### src/wwd_pkg.sv
// shared constants and types for the windowed watchdog register block
package wwd_pkg;
  // register indices; byte address is four times the index
  localparam logic [2:0] IDX_CTRL = 3'h0;
  localparam logic [2:0] IDX_STAT = 3'h1;
  localparam logic [2:0] IDX_IRQ = 3'h2;
  localparam logic [2:0] IDX_MASK = 3'h3;
  localparam logic [2:0] IDX_KEY = 3'h4;
  // field positions
  localparam int WIN_HI = 7;
  localparam int WIN_LO = 4;
  localparam int PER_HI = 3;
  localparam int PER_LO = 0;
  localparam int LOCK_BIT = 7;
  localparam int SYNC_BIT = 0;
  localparam int IRQ_TO = 0;
  localparam int IRQ_EARLY = 1;
  localparam int IRQ_SYNC = 2;
  localparam int IRQ_W = 3;
  // values after reset
  localparam logic [7:0] CTRL_RST = 8'h00;
  localparam logic [7:0] STAT_RST = 8'h00;
  localparam logic [IRQ_W-1:0] IRQ_RST = 3'h0;
  // period codes and counts in watchdog clock ticks
  localparam logic [3:0] CODE_OFF = 4'h0;
  localparam logic [3:0] CODE_MAX = 4'hB;
  localparam logic [13:0] LIM_BASE = 14'h0008;
  localparam logic [13:0] LIM_MAX = 14'h2000;
  // ticks of the watchdog clock for a control transfer
  localparam logic [1:0] SYNC_TICKS = 2'h2;
  // clk_sys cycles the unlock key stays open (four instructions)
  localparam logic [2:0] UNLOCK_CYC = 3'h4;
  // clk_sys cycles after reset release before the fuse is loaded
  localparam logic [1:0] BOOT_CYC = 2'h2;
  localparam logic [1:0] RESP_OKAY = 2'b00;
  localparam logic [1:0] RESP_SLVERR = 2'b10;

  // counter phases, gray along off, normal, closed, open
  typedef enum logic [1:0] {
    WWD_OFF = 2'b00,
    WWD_NORM = 2'b01,
    WWD_CLOSED = 2'b11,
    WWD_OPEN = 2'b10
  } wwd_state_t;

  // ticks selected by a period code; reserved codes act as the longest
  function automatic logic [13:0] wwd_limit(input logic [3:0] code);
    if (code == CODE_OFF || code > CODE_MAX) begin
      return LIM_MAX;
    end
    return LIM_BASE << (code - 4'h1);
  endfunction : wwd_limit
endpackage : wwd_pkg

### src/wwd_regs.sv
// windowed watchdog: axi4-lite registers, lock, sync and counter
//
// Local design decision: the AXI4-Lite slave port.
`timescale 1ns/100ps
`default_nettype none
module wwd_regs
  import wwd_pkg::*;
#(
  parameter int AW = 8,
  parameter logic [7:0] UNLOCK_KEY = 8'hC3 // arbitrary key value
) (
  input wire logic clk_sys,
  input wire logic sys_rst,
  input wire logic [AW-1:0] s_axi_awaddr,
  input wire logic s_axi_awvalid,
  output logic s_axi_awready,
  input wire logic [31:0] s_axi_wdata,
  input wire logic [3:0] s_axi_wstrb,
  input wire logic s_axi_wvalid,
  output logic s_axi_wready,
  output logic [1:0] s_axi_bresp,
  output logic s_axi_bvalid,
  input wire logic s_axi_bready,
  input wire logic [AW-1:0] s_axi_araddr,
  input wire logic s_axi_arvalid,
  output logic s_axi_arready,
  output logic [31:0] s_axi_rdata,
  output logic [1:0] s_axi_rresp,
  output logic s_axi_rvalid,
  input wire logic s_axi_rready,
  input wire logic watchdog_counter_clock,
  input wire logic restart_command,
  input wire logic debug_mode,
  input wire logic [7:0] watchdog_config_fuse,
  output logic system_reset_req,
  output logic irq
);

  logic aw_full_q, w_full_q, bvalid_q, rvalid_q;
  logic [AW-1:0] aw_addr_q;
  logic [7:0] w_data_q, rdata_q;
  logic w_strb_q;
  logic [1:0] bresp_q, rresp_q;
  logic [7:0] ctrl_q, ctl_act_q, fuse_s1_q, fuse_s2_q;
  logic lock_q, sync_q, rst_pend_q, sysrst_q;
  logic [1:0] sync_cnt_q, boot_cnt_q;
  logic [2:0] key_cnt_q;
  logic [IRQ_W-1:0] irq_flag_q, irq_mask_q, irq_set;
  logic osc_s1_q, osc_s2_q, osc_s3_q, dbg_s1_q, dbg_s2_q;
  logic [13:0] cnt_q, cnt_d;
  wwd_state_t state_q, state_d;
  logic to_fire, early_fire;

  // address decode, shared by both directions
  wire [2:0] wr_idx = aw_addr_q[4:2];
  wire [2:0] rd_idx = s_axi_araddr[4:2];
  wire wr_hit = (aw_addr_q[AW-1:5] == '0) && (wr_idx <= IDX_KEY);
  wire rd_hit = (s_axi_araddr[AW-1:5] == '0) && (rd_idx <= IDX_KEY);
  wire wr_fire = aw_full_q & w_full_q & ~bvalid_q;
  wire wr_do = wr_fire & wr_hit & w_strb_q;
  wire ar_fire = s_axi_arvalid & ~rvalid_q;
  wire key_open = (key_cnt_q != 3'h0);
  wire boot_load = (boot_cnt_q == BOOT_CYC); // both fuse stages filled
  wire boot_done = (boot_cnt_q == BOOT_CYC + 2'h1);

  // protected writes; a write during sync is dropped, not queued
  wire wr_ctrl_ok = wr_do && wr_idx == IDX_CTRL && key_open
    && !lock_q && !sync_q && boot_done;
  wire lock_set = wr_do && wr_idx == IDX_STAT && key_open
    && w_data_q[LOCK_BIT];
  wire lock_clr = wr_do && wr_idx == IDX_STAT && key_open
    && dbg_s2_q && !w_data_q[LOCK_BIT];
  wire fuse_lock = boot_load
    && fuse_s2_q[PER_HI:PER_LO] != CODE_OFF;
  wire key_wr = wr_do && wr_idx == IDX_KEY && w_data_q == UNLOCK_KEY;

  // watchdog tick: edge of the second synchroniser stage only
  wire tick = osc_s2_q & ~osc_s3_q;
  wire sync_done = sync_q && tick && sync_cnt_q == SYNC_TICKS - 2'h1;

  // active fields and their tick counts
  wire [3:0] per = ctl_act_q[PER_HI:PER_LO];
  wire [3:0] win = ctl_act_q[WIN_HI:WIN_LO];
  wire enabled = (per != CODE_OFF);
  wire windowed = (win != CODE_OFF);
  wire [13:0] per_last = wwd_limit(per) - 14'h0001;
  wire [13:0] win_last = wwd_limit(win) - 14'h0001;

  // read mux; unused bits read as zero
  wire [7:0] stat_rd = {lock_q, 6'h00, sync_q};
  wire [7:0] rd_mux =
    rd_idx == IDX_CTRL ? ctrl_q :
    rd_idx == IDX_STAT ? stat_rd :
    rd_idx == IDX_IRQ ? {5'h00, irq_flag_q} :
    rd_idx == IDX_MASK ? {5'h00, irq_mask_q} : 8'h00;

  assign s_axi_awready = ~aw_full_q & ~bvalid_q;
  assign s_axi_wready = ~w_full_q & ~bvalid_q;
  assign s_axi_bvalid = bvalid_q;
  assign s_axi_bresp = bresp_q;
  assign s_axi_arready = ~rvalid_q;
  assign s_axi_rvalid = rvalid_q;
  assign s_axi_rresp = rresp_q;
  assign s_axi_rdata = {24'h00_0000, rdata_q};
  assign system_reset_req = sysrst_q;
  assign irq = |(irq_flag_q & irq_mask_q);
  assign irq_set = {sync_done, early_fire, to_fire};

  // write channels are caught in either order, then answered
  always_ff @(posedge clk_sys or posedge sys_rst) begin
    if (sys_rst) begin
      aw_full_q <= 1'b0;
      w_full_q <= 1'b0;
      bvalid_q <= 1'b0;
      aw_addr_q <= '0;
      w_data_q <= 8'h00;
      w_strb_q <= 1'b0;
      bresp_q <= RESP_OKAY;
    end else begin
      if (s_axi_awvalid && s_axi_awready) begin
        aw_full_q <= 1'b1;
        aw_addr_q <= s_axi_awaddr;
      end
      if (s_axi_wvalid && s_axi_wready) begin
        w_full_q <= 1'b1;
        w_data_q <= s_axi_wdata[7:0];
        w_strb_q <= s_axi_wstrb[0];
      end
      if (wr_fire) begin
        aw_full_q <= 1'b0;
        w_full_q <= 1'b0;
        bvalid_q <= 1'b1;
        bresp_q <= wr_hit ? RESP_OKAY : RESP_SLVERR;
      end else if (s_axi_bready) begin
        bvalid_q <= 1'b0;
      end
    end
  end

  // read answer registered on the same edge that takes the address
  always_ff @(posedge clk_sys or posedge sys_rst) begin
    if (sys_rst) begin
      rvalid_q <= 1'b0;
      rdata_q <= 8'h00;
      rresp_q <= RESP_OKAY;
    end else if (ar_fire) begin
      rvalid_q <= 1'b1;
      rdata_q <= rd_mux;
      rresp_q <= rd_hit ? RESP_OKAY : RESP_SLVERR;
    end else if (s_axi_rready) begin
      rvalid_q <= 1'b0;
    end
  end

  // synchronisers for pins from outside this clock
  always_ff @(posedge clk_sys or posedge sys_rst) begin
    if (sys_rst) begin
      osc_s1_q <= 1'b0;
      osc_s2_q <= 1'b0;
      osc_s3_q <= 1'b0;
      dbg_s1_q <= 1'b0;
      dbg_s2_q <= 1'b0;
      fuse_s1_q <= 8'h00;
      fuse_s2_q <= 8'h00;
    end else begin
      osc_s1_q <= watchdog_counter_clock;
      osc_s2_q <= osc_s1_q;
      osc_s3_q <= osc_s2_q;
      dbg_s1_q <= debug_mode;
      dbg_s2_q <= dbg_s1_q;
      fuse_s1_q <= watchdog_config_fuse;
      fuse_s2_q <= fuse_s1_q;
    end
  end

  // boot load, unlock key window and lock bit
  always_ff @(posedge clk_sys or posedge sys_rst) begin
    if (sys_rst) begin
      boot_cnt_q <= 2'h0;
      key_cnt_q <= 3'h0;
      ctrl_q <= CTRL_RST;
      lock_q <= STAT_RST[LOCK_BIT];
    end else begin
      if (!boot_done) begin
        boot_cnt_q <= boot_cnt_q + 2'h1;
      end
      if (key_wr) begin
        key_cnt_q <= UNLOCK_CYC;
      end else if (key_open) begin
        key_cnt_q <= key_cnt_q - 3'h1;
      end
      if (boot_load) begin
        ctrl_q <= fuse_s2_q;
      end else if (wr_ctrl_ok) begin
        ctrl_q <= w_data_q;
      end
      if (fuse_lock || lock_set) begin
        lock_q <= 1'b1;
      end else if (lock_clr) begin
        lock_q <= 1'b0;
      end
    end
  end

  // control transfer into the tick domain; fuse value goes straight in
  always_ff @(posedge clk_sys or posedge sys_rst) begin
    if (sys_rst) begin
      sync_q <= STAT_RST[SYNC_BIT];
      sync_cnt_q <= 2'h0;
      ctl_act_q <= CTRL_RST;
    end else if (boot_load) begin
      ctl_act_q <= fuse_s2_q;
    end else if (wr_ctrl_ok) begin
      sync_q <= 1'b1;
      sync_cnt_q <= 2'h0;
    end else if (sync_done) begin
      sync_q <= 1'b0;
      ctl_act_q <= ctrl_q;
    end else if (sync_q && tick) begin
      sync_cnt_q <= sync_cnt_q + 2'h1;
    end
  end

  // counter phases, stepped once per watchdog tick; the debug halt acts every clk_sys cycle
  always_comb begin
    state_d = state_q;
    cnt_d = cnt_q;
    to_fire = 1'b0;
    early_fire = 1'b0;
    if (dbg_s2_q) begin
      // halted: counter cleared, first window after debug is plain
      cnt_d = 14'h0000;
      state_d = enabled ? WWD_NORM : WWD_OFF;
    end else if (tick) begin
      if (!enabled) begin
        state_d = WWD_OFF;
        cnt_d = 14'h0000;
      end else begin
        cnt_d = cnt_q + 14'h0001;
        case (state_q)
          WWD_OFF: begin
            state_d = WWD_NORM;
            cnt_d = 14'h0000;
          end
          WWD_NORM: begin
            if (rst_pend_q) begin
              cnt_d = 14'h0000;
              state_d = windowed ? WWD_CLOSED : WWD_NORM;
            end else if (cnt_q >= per_last) begin
              to_fire = 1'b1;
              cnt_d = 14'h0000;
            end
          end
          WWD_CLOSED: begin
            if (rst_pend_q) begin
              early_fire = 1'b1;
              cnt_d = 14'h0000;
              state_d = WWD_NORM;
            end else if (!windowed) begin
              state_d = WWD_NORM;
              cnt_d = 14'h0000;
            end else if (cnt_q >= win_last) begin
              state_d = WWD_OPEN;
              cnt_d = 14'h0000;
            end
          end
          WWD_OPEN: begin
            if (rst_pend_q) begin
              cnt_d = 14'h0000;
              state_d = windowed ? WWD_CLOSED : WWD_NORM;
            end else if (cnt_q >= per_last) begin
              to_fire = 1'b1;
              cnt_d = 14'h0000;
              state_d = WWD_NORM;
            end
          end
          default: begin
            state_d = WWD_OFF;
            cnt_d = 14'h0000;
          end
        endcase
      end
    end
  end

  // counter state, restart hold-over and reset pulse
  always_ff @(posedge clk_sys or posedge sys_rst) begin
    if (sys_rst) begin
      state_q <= WWD_OFF;
      cnt_q <= 14'h0000;
      rst_pend_q <= 1'b0;
      sysrst_q <= 1'b0;
    end else begin
      state_q <= state_d;
      cnt_q <= cnt_d;
      // a restart is held until a tick consumes it; a new one wins
      rst_pend_q <= restart_command | (rst_pend_q & ~tick);
      sysrst_q <= to_fire | early_fire;
    end
  end

  // sticky event flags; a set in the clear cycle wins
  always_ff @(posedge clk_sys or posedge sys_rst) begin
    if (sys_rst) begin
      irq_flag_q <= IRQ_RST;
      irq_mask_q <= IRQ_RST;
    end else begin
      if (wr_do && wr_idx == IDX_IRQ) begin
        irq_flag_q <= (irq_flag_q & ~w_data_q[IRQ_W-1:0]) | irq_set;
      end else begin
        irq_flag_q <= irq_flag_q | irq_set;
      end
      if (wr_do && wr_idx == IDX_MASK) begin
        irq_mask_q <= w_data_q[IRQ_W-1:0];
      end
    end
  end
endmodule : wwd_regs
`default_nettype wire

### config.mk
export PLATFORM = sky130hd
export DESIGN_NAME = wwd_regs
export DESIGN_NICKNAME = d
export VERILOG_FILES = /design/src/wwd_pkg.sv /design/src/wwd_regs.sv
export SDC_FILE = /design/constraint.sdc
export NUM_CORES = 1
export LEC_CHECK = 0
export BUFFER_PORTS_ARGS = -buffer_cell sky130_fd_sc_hd__buf_4
export CAP_MARGIN = 20
export CORE_UTILIZATION = 35
export CTS_BUF_LIST = sky130_fd_sc_hd__clkbuf_4 sky130_fd_sc_hd__clkbuf_8
export DETAILED_ROUTE_END_ITERATION = 12
export GPL_TIMING_DRIVEN = 0
export PLACE_DENSITY = 0.56
export RECOVER_POWER = 100
export REMOVE_ABC_BUFFERS = 1
export SKIP_LAST_GASP = 1
export SLEW_MARGIN = 15
export SYNTH_ARGS = -nofsm -noshare
export SYNTH_HDL_FRONTEND = slang
export SYNTH_SLANG_ARGS = --single-unit
### constraint.sdc
create_clock -name clk_sys -period 4.8 [get_ports clk_sys]
set_input_delay 0.72 -clock clk_sys [delete_from_list [all_inputs] [get_ports clk_sys]]
set_output_delay 0.72 -clock clk_sys [all_outputs]
set_load 0.01 [all_outputs]
==> impl_metrics.yaml <==
sta:
  worst_slack_ns: 0.512
  finalSetupTns_ns: 0
  maxClockFrequency_ghz: 0.233
  slew_violations: 97
  fin_crit_sh_pct: 89.3
  setup_violations: 0
  clock_skew_ns: 0.0114
  min_period_ns: 4.29
  hold_viol: 0
  slew_headroom_pct: -37.9
  rsz0062_at_grt: "false"
  worst_pin_slew_ns: 2.07
setup_path:
  worstPathArrival_ns: 4.56
  cp_max_fo: 23
  r2r_start: "ctl_act_q[4]$_DFFE_PP0P_"
  crit_chain: "inv_1, nor2_1, nand2_1, ha_1, nor4b_1, a21o_1, a222oi_1, ha_1, nand4_1, a2111oi_0, a211oi_1, a32oi_4, nor2_1, a221o_1"
  critPathBufInv: 1
  timing.rr.end: "cnt_q[3]$_DFFE_PP0N_"
  rrSetupSlack_ns: 0.51
  crit_path_top_delay_cell: "a32oi_4"
  slowest_delay_ns: 0.62
  r2r_cells: 14
  crit_path_start_kind: "flip-flop"
  cp_top_family: "compound AO/OA/AOI/OAI gates"
  crit_type: "reg2reg"
  critPathRequiredTime_ns: 5.07
  crit_start: "ctl_act_q[4]$_DFFE_PP0P_"
  worst_setup_path_end_kind: "flip-flop"
power:
  p_comb_share_pct: 23.1
  switching_share_pct: 33.9
  switchingPower_uw: 721
  p_int_mw: 1.41
  p_per_area_nw_per_um2: 347
  seq_power_share_pct: 52.4
  peakVddDrop_mv: 0.250
  p_leak_nw: 2.77
  p_clk_share_pct: 24.6
placed_design:
  place.gp.congestion: 0.772
  post-place-ws_ns: 0.134
  dp_hpwl_um: 8910
  portBuffers: 55
min_path:
  hold_end: "fuse_s2_q[5]$_DFF_PP0_"
  hp-start: "fuse_s1_q[5]$_DFF_PP0_"
  min_path_cells: 0
  hold_class: "reg2reg"
grt:
  grt_pass1_vias: 3998
  grt_use_total_pct: 15.4
  grt_pass1_wl_um: 19800
  grt.busiest_layer: "met2"
  grtUsageMet3_pct: 3.78
  grt_start_max_net_pins: 86
  grt_use_met1_pct: 19.9
  grt.overflow.total: 0
  use_met2_pct: 25.2
  antenna_found_initial: 0
flow_run:
  maxCapViolCount: 2
run_status:
  violations: "max-capacitance violations, max-slew violations"
  status: "finished with violations"
cts:
  htree_num_levels: 3
  cts_sinks: 99
  cts_setup_buffers: 0
  clk-insertion-delay-late_ns: 0.38
  cts-buffers-inserted: 9
  post_cts_resized: 0
  root_buffer: "clkbuf_8"
  cts_tree: "yes"
  path_clk_slew_ns: 0.10
  cts_hold_buf: 0
  clk_path_buf_depth: 2
finish:
  n_antenna_cell: 0
  nets: 683
  syn_to_final_growth_pct: 9.76
  drive_above_1_share_pct: 18.2
floorplanning:
  die_w_um: 128
  die_area_um2: 16500
  core-area_um2: 15400
  io_pins: 113
  start_util_pct: 36.3
  die_h_um: 128
  std_cell_rows: 45
logic_synthesis:
  synth-seq-area-share_pct: 44.3
  async_flop_share_pct: 100
  ys.flop_type: "dfrtp_1"
  synth_cell_type_count: 67
  synth_area_um2: 5590
  ys_warn_count: 0
  synth_cells: 539
  syn-mean-instance-area_um2: 10.4
  synth_edf_count: 0
  synth_seq_cells: 99
detailed_routing:
  wl_per_cell_um: 15.1
  ant_nets: 0
  viasPerCell: 5.16
  vias: 4102
  drtIter0Drc: 232
  finalWirelength_um: 12000
  drc: 0
  drt_first_pass_iters: 4
-- layer usage --
layer | vias to the layer above | share of wire (%)
met2 | 97 | 47
met3 | 6 | 4.2
met4 | 0 | 0.86
li1 | 1996 | -
met5 | - | 0
met1 | 2003 | 48
-- how the worst max path moves through the flow --
stage	slack, ns	cells after the start	to
detailed placement	0.13	14	cnt_q[3]$_DFFE_PP0N_
floorplan	1.14	14	cnt_q[7]$_DFFE_PP0N_
global placement	0.24	2	fuse_s1_q[2]$_DFF_PP0_
CTS	0.12	14	cnt_q[3]$_DFFE_PP0N_
finish	0.51	14	cnt_q[3]$_DFFE_PP0N_
global route	0.21	14	cnt_q[3]$_DFFE_PP0N_
-- stage by stage --
step	power, mW	util (%)	std cells	hold slack [ns]	cell area (µm²)
3_3_place_gp	1.63	39.3	778	0.334	6030
2_1_floorplan	1.46	-	512	0.331	5360
4_1_cts	2.21	40.7	795	0.227	6260
6_report	2.13	39.9	795	0.360	6130
5_1_grt	2.27	39.9	795	0.370	6130
3_5_place_dp	1.67	39.5	779	0.336	6070
-- flip-flops by register name, summed over array words and instances, names as in the netlist, 2 cells and up --
| register | cells |
|---|---|
| fuse_s1_q | 8 |
| irq_mask_q | 3 |
| cnt_q | 14 |
| boot_cnt_q | 2 |
| ctrl_q | 8 |
| ctl_act_q | 8 |
| sync_cnt_q | 2 |
| key_cnt_q | 3 |
| state_q | 2 |
| irq_flag_q | 3 |
| w_data_q | 8 |
| fuse_s2_q | 8 |
| aw_addr_q | 6 |
| rdata_q | 8 |
-- power by group through the flow --
stage | clock, mW | sequential [mW] | combinational (mW)
3_5_place_dp | 0 | 1.14 | 0.531
5_1_grt | 0.587 | 1.14 | 0.545
3_3_place_gp | 0 | 1.13 | 0.504
2_1_floorplan | 0 | 1.09 | 0.366
6_report | 0.522 | 1.11 | 0.491
4_1_cts | 0.553 | 1.12 | 0.535
-- cell usage after synthesis, types with 11 or more instances --
master	instances	share of area, %
dfrtp_1	99	44
mux2_2	45	9.1
nor2_1	42	2.8
nand2_1	40	2.7
ha_1	34	7.6
buf_4	29	3.9
o21ai_0	23	2.1
inv_1	22	1.5
a21oi_1	20	1.8
clkbuf_1	17	1.1
nand3_1	16	1.4
nor3_1	16	1.4
nor4_1	11	1.2
-- worst register-to-register path, delay by kind of cell (launching register included) --
family / cells / cell delay [ns]
flops: 1 / 0.53
fa+ha+maj: 2 / 0.53
simple gates: 5 / 0.86
buf+inv: 1 / 0.17
compound gates: 6 / 2.09
-- logic make-up after synthesis --
family          synth area share (%)
buf+inv                         7.28
simple gates                    15.5
flops                           44.3
xor+xnor                        1.25
mux                             10.4
other cells                   0.0671
fa+ha+maj                       7.61
compound gates                  13.6
-- layout by cell type (no fill, tap or decap), types with 5 or more instances in the layout --
cell      count
conb_1       26
nand3_1      16
nor2_1       42
clkbuf_4     11
mux2_2       45
inv_1        21
a22o_1        5
o21ai_0      23
clkbuf_8      9
buf_4        26
nand2_1      40
nor4b_1       5
o211ai_1      5
nand4_1       5
a21oi_1      20
clkbuf_1     18
dfrtp_1      99
o31ai_1       5
nor3_1       16
nor4_1       12
ha_1         34
a21o_1        7
-- area by class of cell --
type	instances	area, µm²
clock inverters	7	65.1
clock buffers	9	124
repair buffers	56	350
flip-flops and latches	99	2480
inverters	22	83.8
well taps	211	264
multi-input cells	391	2770
fillers	1514	9240
Note: power is estimated with default switching activity, not from simulation.
